**config.mk**
```make
export PLATFORM = sky130hd
export DESIGN_NAME = sfpi_top
export DESIGN_NICKNAME = d
export VERILOG_FILES = /design/src/rtl/sfpi_pkg.sv /design/src/rtl/sfpi_buf.sv /design/src/rtl/sfpi_sync.sv /design/src/rtl/sfpi_top.sv
export VERILOG_INCLUDE_DIRS = /design/src /design/src/rtl
export SDC_FILE = /design/constraint.sdc
export NUM_CORES = 1
export LEC_CHECK = 0
export ABC_AREA = 1
export BUFFER_PORTS_ARGS = -buffer_cell sky130_fd_sc_hd__buf_4
export CAP_MARGIN = 25
export CORE_MARGIN = 10
export CORE_UTILIZATION = 55
export CTS_BUF_LIST = sky130_fd_sc_hd__clkbuf_4
export CTS_CLUSTER_DIAMETER = 150
export DETAILED_ROUTE_END_ITERATION = 16
export GPL_TIMING_DRIVEN = 0
export MAX_ROUTING_LAYER = met4
export PLACE_DENSITY = 0.77
export SYNTH_ARGS = -nofsm -noshare
export SYNTH_HDL_FRONTEND = slang
export SYNTH_SLANG_ARGS = --single-unit
```
**constraint.sdc**
```tcl
create_clock -name clock_i -period 5.8 [get_ports clock_i]
set_input_delay 0.58 -clock clock_i [delete_from_list [all_inputs] [get_ports clock_i]]
set_output_delay 0.58 -clock clock_i [all_outputs]
set_load 0.05 [all_outputs]
```
**src/rtl/sfpi_consts.svh**
```systemverilog
/*
 Constants of the serial flash pin front end: counts, field positions
 and reset values. Assumes inclusion by bare name, definitions only.
*/
`ifndef SFPI_CONSTS_SVH
`define SFPI_CONSTS_SVH

// Bits in one byte on the serial line, as last bit index
`define SFPI_LAST_BIT      3'h7
// Address bytes following a command byte
`define SFPI_ADDR_BYTES    2'h3
// Status field positions on the write port
`define SFPI_SR_RANGE_MSB  2
`define SFPI_SR_RANGE_LSB  0
`define SFPI_SR_LOCK_POS   3
// Reset values of the protection state
`define SFPI_RANGE_RST     3'h0
`define SFPI_LOCK_RST      1'h0

`endif

```
**src/rtl/sfpi_pkg.sv**
```systemverilog
/*
 Types of the serial flash pin front end.
 Assumes compilation ahead of all sfpi modules.
*/
package sfpi_pkg;

    // Role of a received byte, also the receive phase
    typedef enum logic [2:0] {
        PH_CMD  = 3'b001,
        PH_ADDR = 3'b010,
        PH_DATA = 3'b100
    } sfpi_phase_t;

    // One received byte with its role
    typedef struct packed {
        sfpi_phase_t role;
        logic [7:0]  data;
    } sfpi_byte_t;

endpackage

```
**src/rtl/sfpi_buf.sv**
```systemverilog
/*
 Two-entry buffer with valid and ready on both sides.
 Assumes source and sink on clock_i.
*/
`timescale 1ns/10ps
`default_nettype none

module sfpi_buf (
    input  wire logic                clock_i,
    input  wire logic                rst_i,
    input  wire logic                in_valid_i,
    input  wire sfpi_pkg::sfpi_byte_t in_data_i,
    output logic                     in_ready_o,
    output logic                     out_valid_o,
    output sfpi_pkg::sfpi_byte_t     out_data_o,
    input  wire logic                out_ready_i
);

    sfpi_pkg::sfpi_byte_t head_ff;
    sfpi_pkg::sfpi_byte_t skid_ff;
    logic                 head_vld_ff;
    logic                 skid_vld_ff;
    sfpi_pkg::sfpi_byte_t nxt_head;
    sfpi_pkg::sfpi_byte_t nxt_skid;
    logic                 nxt_head_vld;
    logic                 nxt_skid_vld;
    logic                 push;
    logic                 pop;

    // Head feeds the port; skid fills only while the head waits
    always_comb begin
        push         = in_valid_i && !skid_vld_ff;
        pop          = out_ready_i && head_vld_ff;
        nxt_head     = head_ff;
        nxt_skid     = skid_ff;
        nxt_head_vld = head_vld_ff;
        nxt_skid_vld = skid_vld_ff;
        if (pop || !head_vld_ff) begin
            if (skid_vld_ff) begin
                nxt_head     = skid_ff;
                nxt_skid_vld = 1'h0;
            end else begin
                nxt_head     = in_data_i;
                nxt_head_vld = push;
            end
        end else if (push) begin
            nxt_skid     = in_data_i;
            nxt_skid_vld = 1'h1;
        end
    end

    always_ff @(posedge clock_i or posedge rst_i) begin
        if (rst_i) begin
            head_ff     <= '0;
            skid_ff     <= '0;
            head_vld_ff <= 1'h0;
            skid_vld_ff <= 1'h0;
        end else begin
            head_ff     <= nxt_head;
            skid_ff     <= nxt_skid;
            head_vld_ff <= nxt_head_vld;
            skid_vld_ff <= nxt_skid_vld;
        end
    end

    // Stream side straight from flops, so the top can pass it out as is
    assign in_ready_o  = !skid_vld_ff;
    assign out_valid_o = head_vld_ff;
    assign out_data_o  = head_ff;

endmodule

`default_nettype wire

```
**src/rtl/sfpi_sync.sv**
```systemverilog
/*
 Two flip-flop synchroniser for pin levels.
 Assumes inputs asynchronous to clock_i; RST_VAL is the idle pin level.
*/
`timescale 1ns/10ps
`default_nettype none

module sfpi_sync #(
    parameter int         W       = 1,
    parameter logic [W-1:0] RST_VAL = '0
) (
    input  wire logic         clock_i,
    input  wire logic         rst_i,
    input  wire logic [W-1:0] d_i,
    output logic      [W-1:0] q_o
);

    logic [W-1:0] meta_ff;
    logic [W-1:0] q_ff;
    logic [W-1:0] nxt_meta;
    logic [W-1:0] nxt_q;

    // First stage feeds only the second
    always_comb begin
        nxt_meta = d_i;
        nxt_q    = meta_ff;
    end

    always_ff @(posedge clock_i or posedge rst_i) begin
        if (rst_i) begin
            meta_ff <= RST_VAL;
            q_ff    <= RST_VAL;
        end else begin
            meta_ff <= nxt_meta;
            q_ff    <= nxt_q;
        end
    end

    assign q_o = q_ff;

endmodule

`default_nettype wire

```
**src/rtl/sfpi_top.sv**
```systemverilog
/*
 Pin front end of a serial flash: select, shift clock, serial in/out,
 pause and write-protect pins, received byte stream, transmit bytes and
 the frozen protection state.
 Assumes all pins asynchronous to clock_i and sampled here; the shift
 clock is far slower than clock_i. Decoder logic on clock_i behind it.
*/
`timescale 1ns/10ps
`default_nettype none
`include "sfpi_consts.svh"

module sfpi_top (
    input  wire logic                clock_i,
    input  wire logic                rst_i,
    // Pins
    input  wire logic                sclk_i,
    input  wire logic                select_n_i,
    input  wire logic                serial_in_i,
    input  wire logic                pause_n_i,
    input  wire logic                protect_freeze_n_i,
    output logic                     serial_out_o,
    output logic                     serial_out_oe_o,
    // Received byte stream
    output logic                     rx_valid_o,
    output sfpi_pkg::sfpi_byte_t     rx_byte_o,
    input  wire logic                rx_ready_i,
    output logic                     rx_overrun_o,
    // Transmit side from the decoder
    input  wire logic                out_phase_i,
    input  wire logic [7:0]          tx_data_i,
    output logic                     tx_take_o,
    // Internal cycle status and status write
    input  wire logic                busy_i,
    input  wire logic                sr_wr_i,
    input  wire logic [3:0]          sr_wr_data_i,
    output logic                     sr_wr_refused_o,
    output logic [2:0]               protect_range_bits_o,
    output logic                     status_lock_bit_o,
    // Power and state
    output logic                     selected_o,
    output logic                     active_o,
    output logic                     paused_o
);

    // Synchronised pins
    logic                 sclk_s;
    logic                 sel_n_s;
    logic                 si_s;
    logic                 pause_n_s;
    logic                 freeze_n_s;

    // Control group
    logic                 sclk_prev_ff;
    logic                 sel_prev_ff;
    logic                 armed_ff;
    logic                 pause_ff;
    logic                 active_ff;
    logic [1:0]           warm_ff;
    logic                 nxt_sclk_prev;
    logic                 nxt_sel_prev;
    logic                 nxt_armed;
    logic                 nxt_pause;
    logic                 nxt_active;
    logic [1:0]           nxt_warm;

    // Receive group
    logic [2:0]           bit_cnt_ff;
    logic [6:0]           shreg_ff;
    sfpi_pkg::sfpi_phase_t phase_ff;
    logic [1:0]           addr_cnt_ff;
    sfpi_pkg::sfpi_byte_t pend_ff;
    logic                 pend_vld_ff;
    logic                 overrun_ff;
    logic [2:0]           nxt_bit_cnt;
    logic [6:0]           nxt_shreg;
    sfpi_pkg::sfpi_phase_t nxt_phase;
    logic [1:0]           nxt_addr_cnt;
    sfpi_pkg::sfpi_byte_t nxt_pend;
    logic                 nxt_pend_vld;
    logic                 nxt_overrun;

    // Transmit group
    logic [6:0]           tx_sh_ff;
    logic                 so_ff;
    logic                 so_oe_ff;
    logic                 tx_take_ff;
    logic [6:0]           nxt_tx_sh;
    logic                 nxt_so;
    logic                 nxt_so_oe;
    logic                 nxt_tx_take;

    // Protection group
    logic [2:0]           range_ff;
    logic                 lock_ff;
    logic                 refused_ff;
    logic [2:0]           nxt_range;
    logic                 nxt_lock;
    logic                 nxt_refused;

    // Buffer input handshake
    logic                 buf_in_ready;

    // Decoded conditions
    logic                 selected;
    logic                 go;
    logic                 rise;
    logic                 fall;
    logic                 sel_fall;
    logic                 byte_done;

    // One edge finder for clock and select
    function automatic logic edge_of(input logic prev,
                                     input logic now,
                                     input logic to_high);
        edge_of = to_high ? (now && !prev) : (!now && prev);
    endfunction

    // Idle levels: select high, pause and protect inactive
    sfpi_sync #(.W(5), .RST_VAL(5'h0e)) u_sync (
        .clock_i (clock_i),
        .rst_i   (rst_i),
        .d_i     ({sclk_i, select_n_i, pause_n_i, protect_freeze_n_i,
                   serial_in_i}),
        .q_o     ({sclk_s, sel_n_s, pause_n_s, freeze_n_s, si_s})
    );

    // Edges work for either idle clock level, so modes 0 and 3 agree
    always_comb begin
        selected  = !sel_n_s;
        rise      = edge_of(sclk_prev_ff, sclk_s, 1'h1);
        fall      = edge_of(sclk_prev_ff, sclk_s, 1'h0);
        sel_fall  = edge_of(sel_prev_ff, selected, 1'h1);
        go        = selected && armed_ff && !pause_ff;
        byte_done = go && rise && (bit_cnt_ff == `SFPI_LAST_BIT);
    end

    // Arming, pause, power; a select held low through reset never arms
    always_comb begin
        nxt_sclk_prev = sclk_s;
        nxt_sel_prev  = selected;
        nxt_warm      = warm_ff + {1'h0, warm_ff != 2'h3};
        nxt_armed     = armed_ff || (sel_fall && warm_ff == 2'h3);
        nxt_pause     = pause_ff;
        if (!selected) begin
            nxt_pause = 1'h0;
        end else if (!pause_n_s) begin
            nxt_pause = 1'h1;
        end else begin
            nxt_pause = 1'h0;
        end
        // Pause only gates the pins; busy_i runs on untouched
        nxt_active = selected || busy_i;
    end

    always_ff @(posedge clock_i or posedge rst_i) begin
        if (rst_i) begin
            sclk_prev_ff <= 1'h0;
            sel_prev_ff  <= 1'h0;
            warm_ff      <= 2'h0;
            armed_ff     <= 1'h0;
            pause_ff     <= 1'h0;
            active_ff    <= 1'h0;
        end else begin
            sclk_prev_ff <= nxt_sclk_prev;
            sel_prev_ff  <= nxt_sel_prev;
            warm_ff      <= nxt_warm;
            armed_ff     <= nxt_armed;
            pause_ff     <= nxt_pause;
            active_ff    <= nxt_active;
        end
    end

    // Byte assembly and role tagging; deselect restarts at a command
    always_comb begin
        nxt_bit_cnt  = bit_cnt_ff;
        nxt_shreg    = shreg_ff;
        nxt_phase    = phase_ff;
        nxt_addr_cnt = addr_cnt_ff;
        nxt_pend     = pend_ff;
        nxt_pend_vld = pend_vld_ff && !buf_in_ready;
        nxt_overrun  = overrun_ff;
        if (!selected) begin
            nxt_bit_cnt  = 3'h0;
            nxt_phase    = sfpi_pkg::PH_CMD;
            nxt_addr_cnt = 2'h0;
        end else if (go && rise) begin
            nxt_bit_cnt = bit_cnt_ff + 3'h1;
            nxt_shreg   = {shreg_ff[5:0], si_s};
            if (byte_done) begin
                nxt_pend.role = phase_ff;
                nxt_pend.data = {shreg_ff, si_s};
                nxt_pend_vld  = 1'h1;
                if (pend_vld_ff && !buf_in_ready) begin
                    nxt_overrun = 1'h1;
                end
                case (phase_ff)
                    sfpi_pkg::PH_CMD: begin
                        nxt_phase    = sfpi_pkg::PH_ADDR;
                        nxt_addr_cnt = 2'h0;
                    end
                    sfpi_pkg::PH_ADDR: begin
                        nxt_addr_cnt = addr_cnt_ff + 2'h1;
                        if (addr_cnt_ff == `SFPI_ADDR_BYTES - 2'h1) begin
                            nxt_phase = sfpi_pkg::PH_DATA;
                        end
                    end
                    sfpi_pkg::PH_DATA: begin
                        nxt_phase = sfpi_pkg::PH_DATA;
                    end
                    default: begin
                        nxt_phase = sfpi_pkg::PH_CMD;
                    end
                endcase
            end
        end
    end

    always_ff @(posedge clock_i or posedge rst_i) begin
        if (rst_i) begin
            bit_cnt_ff  <= 3'h0;
            shreg_ff    <= 7'h00;
            phase_ff    <= sfpi_pkg::PH_CMD;
            addr_cnt_ff <= 2'h0;
            pend_ff     <= '0;
            pend_vld_ff <= 1'h0;
            overrun_ff  <= 1'h0;
        end else begin
            bit_cnt_ff  <= nxt_bit_cnt;
            shreg_ff    <= nxt_shreg;
            phase_ff    <= nxt_phase;
            addr_cnt_ff <= nxt_addr_cnt;
            pend_ff     <= nxt_pend;
            pend_vld_ff <= nxt_pend_vld;
            overrun_ff  <= nxt_overrun;
        end
    end

    // Two entries absorb a short decoder stall without loss
    sfpi_buf u_buf (
        .clock_i     (clock_i),
        .rst_i       (rst_i),
        .in_valid_i  (pend_vld_ff),
        .in_data_i   (pend_ff),
        .in_ready_o  (buf_in_ready),
        .out_valid_o (rx_valid_o),
        .out_data_o  (rx_byte_o),
        .out_ready_i (rx_ready_i)
    );

    // Serial output; a new byte is taken at each read-phase fall on a byte boundary
    always_comb begin
        nxt_tx_sh   = tx_sh_ff;
        nxt_so      = so_ff;
        nxt_tx_take = 1'h0;
        nxt_so_oe   = go && out_phase_i;
        if (go && fall && out_phase_i) begin
            if (bit_cnt_ff == 3'h0) begin
                nxt_so      = tx_data_i[7];
                nxt_tx_sh   = tx_data_i[6:0];
                nxt_tx_take = 1'h1;
            end else begin
                nxt_so    = tx_sh_ff[6];
                nxt_tx_sh = {tx_sh_ff[5:0], 1'h0};
            end
        end
    end

    always_ff @(posedge clock_i or posedge rst_i) begin
        if (rst_i) begin
            tx_sh_ff   <= 7'h00;
            so_ff      <= 1'h0;
            so_oe_ff   <= 1'h0;
            tx_take_ff <= 1'h0;
        end else begin
            tx_sh_ff   <= nxt_tx_sh;
            so_ff      <= nxt_so;
            so_oe_ff   <= nxt_so_oe;
            tx_take_ff <= nxt_tx_take;
        end
    end

    // Protection bits; a frozen write is refused, not queued
    always_comb begin
        nxt_range   = range_ff;
        nxt_lock    = lock_ff;
        nxt_refused = 1'h0;
        if (sr_wr_i) begin
            if (!freeze_n_s) begin
                nxt_refused = 1'h1;
            end else begin
                nxt_range = sr_wr_data_i[`SFPI_SR_RANGE_MSB:
                                         `SFPI_SR_RANGE_LSB];
                nxt_lock  = sr_wr_data_i[`SFPI_SR_LOCK_POS];
            end
        end
    end

    always_ff @(posedge clock_i or posedge rst_i) begin
        if (rst_i) begin
            range_ff   <= `SFPI_RANGE_RST;
            lock_ff    <= `SFPI_LOCK_RST;
            refused_ff <= 1'h0;
        end else begin
            range_ff   <= nxt_range;
            lock_ff    <= nxt_lock;
            refused_ff <= nxt_refused;
        end
    end

    // Ports from flops; rx stream comes from the buffer's head flops
    assign serial_out_o         = so_ff;
    assign serial_out_oe_o      = so_oe_ff;
    assign rx_overrun_o         = overrun_ff;
    assign tx_take_o            = tx_take_ff;
    assign sr_wr_refused_o      = refused_ff;
    assign protect_range_bits_o = range_ff;
    assign status_lock_bit_o    = lock_ff;
    assign selected_o           = sel_prev_ff;
    assign active_o             = active_ff;
    assign paused_o             = pause_ff;

endmodule

`default_nettype wire
```
==> out/results.txt, run 1 <==
Net Count, Synth: 373
Non-filler instance count after layout: 484
Max stage delay on crit path: 0.43 ns
Area grow syn2layout: 17.8%
Syn Inst Count: 346
Routed WL: 6190 microns
Die X: 98.0 microns
H-Tree Depth: 3
Initial DRC count: 114
Synth Warn #: 0
Vias per inst: 4.91
Worst Setup End Kind: output pin
WL per Instance: 12.8 microns
Row count: 28
CP Buf/Inv Count: 1
PortBufs: 46
Pin count of the biggest net entering global routing: 47
Setup violators final: 0
Post CTS Setup Buffer Count: 0
Final hold slack: 0.175 ns
Slowest CP cell: dfrtp_1
Clock Tree Buf Depth: 2
Placed cell count: 468
Worst path cell trace: buf_4
Synthesized area per cell: 9.68 sq um
Flops & latches, synth: 84
Core area: 5920 sq um
Outcome: finished clean
DRC Markers: 0
Post-CTS sizing: 0
Post-route cell area: 3940 sq um
Worst min path class: in -> async
Final #Nets: 431
Worst vdd ir: 0.194 mV
Final Hold Vio Count: 0
Inserted Diodes: 0
Final period util: 28.2%
CP arrival: 1.05 ns
Share of post-route cells with drive strength above 1: 22.7%
Vias: 2376
CP Launch Type: flop
Post-layout min period: 1.63 ns
Delay-heaviest family, CP: flip-flops
Post-Syn Area: 3350 sq um
Initial Utilization: 56.6%
RSZ-0062 raised after global routing: no
CTS Buf Count: 9
Post-DP Area: 3810 sq um
Most frequent cells in the layout: nand2_1 (95), dfrtp_1 (77), buf_4 (46)
Die area: 9610 sq um
Maxcap violations: 0
Worst path required time: 5.22 ns
Clk slew on worst S/H paths: 0.12 ns
Skew-Pair Late Insertion Delay: 0.42 ns
Lkg Pwr: 0.00195 uW
First-pass GRT wire length: 10800 microns
Max Clock Skew: 0.0127 ns
Routability congestion estimate from global placement: 0.781
Die Height: 98.0 microns
Slew HR: 67.6%
Dpl hpwl: 4610 microns
Pwr dens: 278 nW/um^2
Clock sink count: 84
Seq/Total Area, Yosys: 63.0%
Slew Viols, Final: 0
Fmax: 0.612 GHz
Crit path max fanout: 4
Aggregate global routing overflow: 0
Post-route ant nets: 0
CTS tree: yes
Most common cell after layout, fill and taps aside: nand2_1
Worst-Margin Slew: 0.486 ns
CTS root buf: clkbuf_4
Hold_buf cts: 0
Vias in the first global route: 2454
I/O pins: 47
Distinct cell type count after synthesis: 28
First-pass iteration count of the detailed router: 4
GR Util All Layers: 13.7%
Kind of critical path: reg -> out
Total negative setup slack: 0 ns
Antenna violations before repair: 0
[layout make-up]
cell class	count	area [sq um]
flip-flops and latches	84	2110
fillers	506	1980
multi-input cells	207	1010
repair buffers	47	365
inverters	43	166
well taps	75	93.8
clock buffers	12	90.1
plain buffers	12	67.6
clock inverters	4	43.8
[per-stage QoR]
step / util, % / total power [uW] / setup WS [ns]
floorplan: - / 737 / 3.07
global placement: 64.0 / 775 / 2.19
detailed placement: 64.3 / 782 / 4.30
CTS: 66.6 / 1110 / 4.14
global route: 66.6 / 1150 / 4.10
finish: 66.6 / 1090 / 4.17
[cell families (layout without fill, tap and decap cells)]
| kind of cell | count (synthesis) | count (layout) | synth area share (%) |
|---|---|---|---|
| AO/OA/AOI/OAI | 61 | 61 | 9.90 |
| multiplexers | 4 | 4 | 1.35 |
| buffers and inverters | 55 | 118 | 6.91 |
| AND/OR/NAND/NOR | 138 | 138 | 17.3 |
| flip-flops | 84 | 84 | 63.0 |
| adder cells (fa/ha/maj) | 4 | 4 | 1.49 |
[final timing paths]
| path | start | endpoint | slack [ns] | depth (start not counted) |
|---|---|---|---|---|
| min in group clock_i | protect_freeze_n_i | u_sync.meta_ff[1]$_DFF_PP1_ | 0.26 | 1 |
| worst max register to register | bit_cnt_ff[0]$_DFFE_PP0P_ | tx_sh_ff[1]$_DFFE_PP0P_ | 4.29 | 7 |
| worst min register to register | u_sync.meta_ff[4]$_DFF_PP0_ | u_sync.q_o[4]$_DFF_PP0_ | 0.36 | 0 |
| worst min-delay path | rst_i | status_lock_bit_o$_DFFE_PP0P_ | 0.17 | 2 |
| worst max-delay path | u_buf.out_valid_o$_DFFE_PP0P_ | rx_valid_o | 4.17 | 1 |
| max in group asynchronous | rst_i | u_buf.out_data_o[6]$_DFFE_PP0N_ | 5.03 | 3 |
[Yosys cell counts]
cell type  instances  share of area [%]
a21oi_1            1               0.15
a31oi_1           11                2.1
buf_1              1               0.11
buf_2              6               0.90
buf_6              2               0.67
clkbuf_1           3               0.34
dfrtp_1           77                 58
dfstp_2            7                5.5
ha_1               4                1.5
inv_1             41                4.6
inv_2              1               0.11
inv_4              1               0.19
mux2_2             4                1.3
nand2_1           95                 11
nand2_2            1               0.19
nand3_1           15                2.2
nand3_2            1               0.30
nand3b_1           1               0.22
nand4_1            2               0.37
nor2_1            16                1.8
nor2_2             1               0.19
nor2_4             2               0.67
nor3_1             2               0.30
o21ai_0           40                6.0
o21ai_1            5               0.75
o21ai_2            2               0.52
o21bai_1           2               0.45
or2_2              2               0.37
[routing by layer]
layer / track usage (%) / vias up / wire length [microns]
met5: - / - / 0
met2: 22.4 / 46 / 3060
met1: 14.9 / 1099 / 2730
met4: 6.38 / 0 / 68
met3: 4.30 / 9 / 327
li1: - / 1222 / -
[power by group]
part | leakage (uW) | internal [uW] | total (uW) | switching (uW)
registers | 0.00109 | 623 | 642 | 18.2
clock network | 0.0000787 | 144 | 327 | 183
logic | 0.000781 | 45.6 | 126 | 80.8
total | 0.00195 | 813 | 1090 | 282
[flip-flops by register name (all words and copies together) (netlist names), 5 cells and up]
| register | cells |
|---|---|
| u_sync.meta_ff | 5 |
| u_buf.out_data_o | 11 |
| u_buf.skid_ff | 11 |
| tx_sh_ff | 7 |
| u_sync.q_o | 5 |
| shreg_ff | 7 |
| pend_ff | 11 |
Note: power is estimated with default switching activity, not from simulation.
==> run 2: changes to the inputs <==
- ABC_AREA: 1 -> 0
- clock period: 5.8 -> 1.6 ns (I/O delays scaled with it)
==> out/results.txt, run 2 <==
DRC Markers: 0 (unchanged)
Routed WL: 6800 microns (was 6190 microns)
Syn Inst Count: 248 (was 346)
Pwr Total: 4480 uW (was 1090 uW)
Pint: 3390 uW (was 813 uW)
Cell taking the most area after synthesis: dfrtp_1 (unchanged)
Initial Utilization: 57.5% (was 56.6%)
Seq/Total Area, Yosys: 60.9% (was 63.0%)
Slew HR: 65.4% (was 67.6%)
Synth cell count leaders: dfrtp_1 (77), mux2_2 (37), nand2_1 (18) (was nand2_1 (95), dfrtp_1 (77), inv_1 (41))
H-Tree Depth: 3 (unchanged)
I/O pins: 47 (unchanged)
Vias: 2184 (was 2376)
First-pass GRT wire length: 10900 microns (was 10800 microns)
Antenna violations before repair: 0 (unchanged)
Asr flop ratio synth: 100% (unchanged)
CTS root buf: clkbuf_4 (unchanged)
Net Sw Frac: 24.4% (was 25.8%)
Die Height: 99.4 microns (was 98.0 microns)
Skew-Pair Late Insertion Delay: 0.43 ns (was 0.42 ns)
Maxcap violations: 0 (unchanged)
Distinct cell type count after synthesis: 40 (was 28)
Max Clock Skew: 0.0191 ns (was 0.0127 ns)
Worst-Margin Slew: 0.518 ns (was 0.486 ns)
Kind of critical path: reg -> reg (was reg -> out)
Outcome: complete, but fails checks (was finished clean)
Final Hold Vio Count: 0 (unchanged)
CP Launch Type: flop (unchanged)
Prevailing post-synth register cell: dfrtp_1 (unchanged)
Most common cell after layout, fill and taps aside: dfrtp_1 (was nand2_1)
Clock Tree Buf Depth: 2 (unchanged)
Multi-input logic area: 1380 sq um (was 1010 sq um)
Worst Setup End Kind: flop (was output pin)
Initial DRC count: 60 (was 114)
Crit path max fanout: 8 (was 4)
Final #Nets: 357 (was 431)
Clk pwr share: 33.5% (was 29.8%)
Share of post-route cells with drive strength above 1: 46.9% (was 22.7%)
Inserted Diodes: 0 (unchanged)
CP arrival: 2.02 ns (was 1.05 ns)
Pwr dens: 996 nW/um^2 (was 278 nW/um^2)
Routability congestion estimate from global placement: 0.803 (was 0.781)
Worst path required time: 1.91 ns (was 5.22 ns)
Flops & latches, synth: 84 (unchanged)
GR Util All Layers: 14.0% (was 13.7%)
Synth area leaders: dfrtp_1 (56%), mux2_2 (12%), dfstp_2 (5.3%) (was dfrtp_1 (58%), nand2_1 (11%), o21ai_0 (6.0%))
Vias in the first global route: 2256 (was 2454)
Final period util: 107%
Worst min path class: in -> reg (was in -> async)
Lkg Pwr: 0.00215 uW (was 0.00195 uW)
Non-filler instance count after layout: 410 (was 484)
PortBufs: 46 (unchanged)
Post-synth EDFFs: 0 (unchanged)
Clock sink count: 84 (unchanged)
Most frequent cells in the layout: dfrtp_1 (75), buf_4 (57), mux2_2 (25) (was nand2_1 (95), dfrtp_1 (77), buf_4 (46))
Synth Warn #: 0 (unchanged)
Combinational power share: 13.0% (was 11.5%)
Row count: 28 (unchanged)
Reg power frac: 53.5% (was 58.6%)
Placed cell count: 371 (was 468)
CTS Buf Count: 9 (unchanged)
Area share of the largest cell type after synthesis: 55.6% (was 57.5%)
Top-count cell post-synth: dfrtp_1 (was nand2_1)
Aggregate global routing overflow: 0 (unchanged)
RSZ-0062 raised after global routing: yes (was no)
First-pass iteration count of the detailed router: 4 (unchanged)
Post-DP Area: 3970 sq um (was 3810 sq um)
Die area: 9870 sq um (was 9610 sq um)
Failing checks: negative setup slack
Pre-CTS setup slack: -0.173 ns (was 4.30 ns)
Dpl hpwl: 4610 microns (about the same)
Core area: 6030 sq um (was 5920 sq um)
Switching power: 1090 uW (was 282 uW)
Worst Setup Slack, final: -0.107 ns (was 4.17 ns)
Fillers: 395 (was 506)
Pin count of the biggest net entering global routing: 41 (was 47)
Post-layout min period: 1.71 ns
Worst vdd ir: 0.616 mV (was 0.194 mV)
Post-route ant nets: 0 (unchanged)
Die X: 99.4 microns (was 98.0 microns)
Area grow syn2layout: 29.9% (was 17.8%)
Register area: 2110 sq um (about the same)
Post-Syn Area: 3460 sq um (was 3350 sq um)
Net Count, Synth: 275 (was 373)
Synthesized area per cell: 14.0 sq um (was 9.68 sq um)
Slew Viols, Final: 0 (unchanged)
Vias per inst: 5.33 (was 4.91)
WL per Instance: 16.6 microns (was 12.8 microns)
Clk slew on worst S/H paths: 0.13 ns (was 0.12 ns)
Post-route cell area: 4500 sq um (was 3940 sq um)
Fmax: 0.586 GHz
CTS tree: yes (unchanged)
Setup violators final: 22 (was 0)
==> run 2: cell families (layout without fill, tap and decap cells) <==
| family | after synthesis | in the layout | share of synthesized area [%] |
|---|---|---|---|
| AOI/OAI and AO/OA | 29 | 29 | 5.38 |
| adders and majority gates | 4 | 4 | 1.45 |
| buffers and inverters | 20 | 107 | 2.89 |
| DFF | 84 | 84 | 60.9 |
| muxes | 62 | 62 | 21.0 |
| and+or+nand+nor | 49 | 49 | 8.35 |
==> run 2: area by class of cell <==
type                    instances  area share [%]
flip-flops and latches         84            47.0
multi-input cells             144            30.6
repair buffers                 71            13.6
clock inverters                 7            2.56
well taps                      75            2.09
plain buffers                  11            1.84
clock buffers                   9            1.50
inverters                       9           0.834
==> run 2: worst paths after layout <==
| path | start | endpoint | slack (ns) | depth (start not counted) |
|---|---|---|---|---|
| worst max-delay path | bit_cnt_ff[0]$_DFFE_PP0P_ | pend_ff[10]$_DFFE_PP0P_ | -0.11 | 6 |
| worst max register to register | bit_cnt_ff[0]$_DFFE_PP0P_ | pend_ff[10]$_DFFE_PP0P_ | -0.11 | 6 |
| worst min-delay path | rx_ready_i | u_buf.out_valid_o$_DFFE_PP0P_ | 0.04 | 4 |
| min in group asynchronous | rst_i | u_sync.meta_ff[0]$_DFF_PP0_ | 0.32 | 3 |
| worst min register to register | u_sync.meta_ff[0]$_DFF_PP0_ | u_sync.q_o[0]$_DFF_PP0_ | 0.36 | 0 |
| max in group asynchronous | rst_i | phase_ff[0]$_DFFE_PP1P_ | 0.48 | 5 |
==> run 2: routing by layer <==
metal  share of wire, %  GRT usage, %
met1                 43          15.8
met2                 50          22.3
met3                3.9          3.39
met4                2.6          7.72
met5                  0             -
==> run 2: power groups by stage <==
stage	logic (uW)	clock network (uW)	registers (uW)
after detailed placement	521	0	2430
after floorplan	258	0	2500
after CTS	556	1540	2390
after global routing	623	1620	2420
after global placement	487	0	2420
final	582	1500	2400
==> run 2: metrics by stage <==
stage | hold WS [ns] | util [%] | TNS (ns)
floorplan | 0.164 | - | -0.134
global placement | 0.269 | 65.1 | -7.05
detailed placement | 0.234 | 65.8 | -2.10
CTS | 0.0231 | 72.3 | -1.52
global route | 0.0132 | 74.6 | -2.96
finish | 0.0443 | 74.6 | -1.19
==> run 2: worst max-delay path, cell delays in order (launching register included) <==
cell,delay (ns)
dfrtp_1,0.44
ha_2,0.22
ha_4,0.15
and4bb_2,0.25
nand2_4,0.10
buf_8,0.15
mux2_4,0.29
==> run 2: timing repair <==
item	4_1_cts	5_1_grt
hold endpoints to repair	28	0
endpoints found under the setup margin	21	34
hold buffers	13	0
setup buffers	6	3
resized for setup	6	27
cloned	0	1
pin swaps	3	5
==> run 3: changes to the inputs <==
- CELL_PAD_IN_SITES_DETAIL_PLACEMENT: default -> 2
- CELL_PAD_IN_SITES_GLOBAL_PLACEMENT: default -> 2
- CORE_UTILIZATION: 55 -> 41
- PLACE_DENSITY: 0.77 -> default
- PLACE_DENSITY_LB_ADDON: default -> 0.1
==> out/results.txt, run 3 (synthesis results as in run 2) <==
Clock Tree Buf Depth: 2 (unchanged)
Area grow syn2layout: 32.5% (was 29.9%)
Die Height: 112 microns (was 99.4 microns)
Met1 wire length: 4180 microns (was 2960 microns)
First-pass GRT wire length: 14400 microns (was 10900 microns)
Crit path max fanout: 5 (was 8)
RSZ-0062 raised after global routing: yes (unchanged)
Met3 WL: 351 microns (was 263 microns)
Clk slew on worst S/H paths: 0.14 ns (was 0.13 ns)
Fmax: 0.587 GHz (was 0.586 GHz)
Post-route ant nets: 0 (unchanged)
Setup violators final: 24 (was 22)
CTS tree: yes (unchanged)
Dpl hpwl: 5510 microns (was 4610 microns)
Metal2 WL: 4960 microns (was 3400 microns)
Pin count of the biggest net entering global routing: 40 (was 41)
Slew HR: 66.5% (was 65.4%)
CTS Buf Count: 9 (unchanged)
Initial DRC count: 74 (was 60)
Worst vdd ir: 0.538 mV (was 0.616 mV)
Clk pwr share: 33.9% (was 33.5%)
Most frequent cells in the layout: dfrtp_1 (75), buf_4 (55), mux2_2 (26) (was dfrtp_1 (75), buf_4 (57), mux2_2 (25))
Top routing layer in use: met4 (unchanged)
Failing checks: negative setup slack (unchanged)
Routed WL: 9670 microns (was 6800 microns)
PortBufs: 46 (unchanged)
CP Launch Type: flop (unchanged)
Net Sw Frac: 25.4% (was 24.4%)
Reg power frac: 52.6% (was 53.5%)
Fillers: 776 (was 395)
Clock sink count: 84 (unchanged)
Worst min path class: in -> reg (unchanged)
WL per Instance: 21.8 microns (was 16.6 microns)
I/O pins: 47 (unchanged)
Worst path required time: 1.93 ns (was 1.91 ns)
Combinational power share: 13.5% (was 13.0%)
Multi-input logic area: 1380 sq um (about the same)
Maxcap violations: 0 (unchanged)
DRC Markers: 0 (unchanged)
Antenna violations before repair: 0 (unchanged)
Share of post-route cells with drive strength above 1: 47.6% (was 46.9%)
Worst Setup End Kind: flop (unchanged)
Aggregate global routing overflow: 0 (unchanged)
Die area: 12500 sq um (was 9870 sq um)
Slew Viols, Final: 0 (unchanged)
Outcome: complete, but fails checks (unchanged)
Core area: 8220 sq um (was 6030 sq um)
Routability congestion estimate from global placement: 0.733 (was 0.803)
Max Clock Skew: 0.0191 ns (about the same)
Initial Utilization: 42.2% (was 57.5%)
H-Tree Depth: 3 (unchanged)
Vias in the first global route: 2569 (was 2256)
Core Util, Final: 55.8% (was 74.6%)
Kind of critical path: reg -> reg (unchanged)
Final Hold Vio Count: 0 (unchanged)
Final period util: 106% (was 107%)
Skew-Pair Late Insertion Delay: 0.44 ns (was 0.43 ns)
GR Util All Layers: 14.8% (was 14.0%)
Lkg Pwr: 0.00219 uW (was 0.00215 uW)
First-pass iteration count of the detailed router: 4 (unchanged)
CTS root buf: clkbuf_4 (unchanged)
Worst Setup Slack, final: -0.103 ns (was -0.107 ns)
CP arrival: 2.03 ns (was 2.02 ns)
Pint: 3410 uW (was 3390 uW)
Final #Nets: 360 (was 357)
Inserted Diodes: 0 (unchanged)
Vias per inst: 5.15 (was 5.33)
Switching power: 1160 uW (was 1090 uW)
Pwr dens: 997 nW/um^2 (was 996 nW/um^2)
Row count: 33 (was 28)
Die X: 112 microns (was 99.4 microns)
Vias: 2283 (was 2184)
Register area: 2110 sq um (unchanged)
Most common cell after layout, fill and taps aside: dfrtp_1 (unchanged)
Post-layout min period: 1.70 ns (was 1.71 ns)
Worst-Margin Slew: 0.501 ns (was 0.518 ns)
Pre-CTS setup slack: -0.289 ns (was -0.173 ns)
run 3: cell count changes in the layout (fill, tap and decap cells not counted), sizes merged:
cell,delta
clkbuf,+1
bufbuf,+1
clkinvlp,-1
buf,+2
run 3: final cells by class:
class,count,area share (%)
multi-input cells,144,30.1
clock inverters,6,2.24
plain buffers,11,1.91
repair buffers,74,14.4
inverters,9,0.818
flip-flops and latches,84,46.1
clock buffers,10,1.64
well taps,105,2.86
run 3: layer usage:
layer  track usage [%]  vias up
li1                  -     1031
met1              17.6     1193
met2              24.2       41
met3              3.33       18
met4              4.63        0
met5                 -        -
run 3: worst max-delay path, stage by stage (launching register included):
cell,delay (ns)
dfrtp_1,0.42
ha_2,0.20
ha_4,0.16
and4bb_2,0.25
nand2_4,0.13
buf_4,0.12
mux2_2,0.32
run 3: stage by stage:
stage | std cells | instance area (sq um) | setup TNS [ns] | power [uW] | hold slack, ns
floorplan | 248 | 3480 | -0.134 | 2760 | 0.164
global placement | 399 | 3960 | -13.91 | 2910 | 0.269
detailed placement | 401 | 4000 | -3.26 | 2960 | 0.221
CTS | 439 | 4490 | -1.27 | 4530 | 0.0120
global route | 443 | 4590 | -3.56 | 4770 | 0.0312
finish | 443 | 4590 | -1.77 | 4570 | 0.0381
run 3: power groups by stage:
stage / clock [uW] / sequential [uW] / combinational [uW]
floorplan: 0 / 2500 / 258
global placement: 0 / 2420 / 493
detailed placement: 0 / 2440 / 525
CTS: 1550 / 2400 / 580
global route: 1670 / 2430 / 663
finish: 1550 / 2410 / 617
run 3: worst paths after layout:
| kind | start | end | slack [ns] | cells after the start |
|---|---|---|---|---|
| hold / removal | out_phase_i | serial_out_oe_o$_DFF_PP0_ | 0.04 | 2 |
| max in group asynchronous | rst_i | phase_ff[0]$_DFFE_PP1P_ | 0.48 | 5 |
| setup reg to reg | bit_cnt_ff[1]$_DFFE_PP0P_ | pend_ff[9]$_DFFE_PP0P_ | -0.10 | 6 |
| setup / recovery | bit_cnt_ff[1]$_DFFE_PP0P_ | pend_ff[9]$_DFFE_PP0P_ | -0.10 | 6 |
| hold reg to reg | u_sync.meta_ff[0]$_DFF_PP0_ | u_sync.q_o[0]$_DFF_PP0_ | 0.36 | 0 |
| min in group asynchronous | rst_i | u_buf.skid_vld_ff$_DFFE_PP0P_ | 0.29 | 3 |
run 3: repair_timing:
action / CTS / global route
resized for setup: 21 / 24
gates cloned: 3 / 1
endpoints found under the hold margin: 32 / 0
endpoints found under the setup margin: 24 / 37
setup buffers: 6 / 3
pin swaps: 4 / 4
hold buffers: 13 / 0
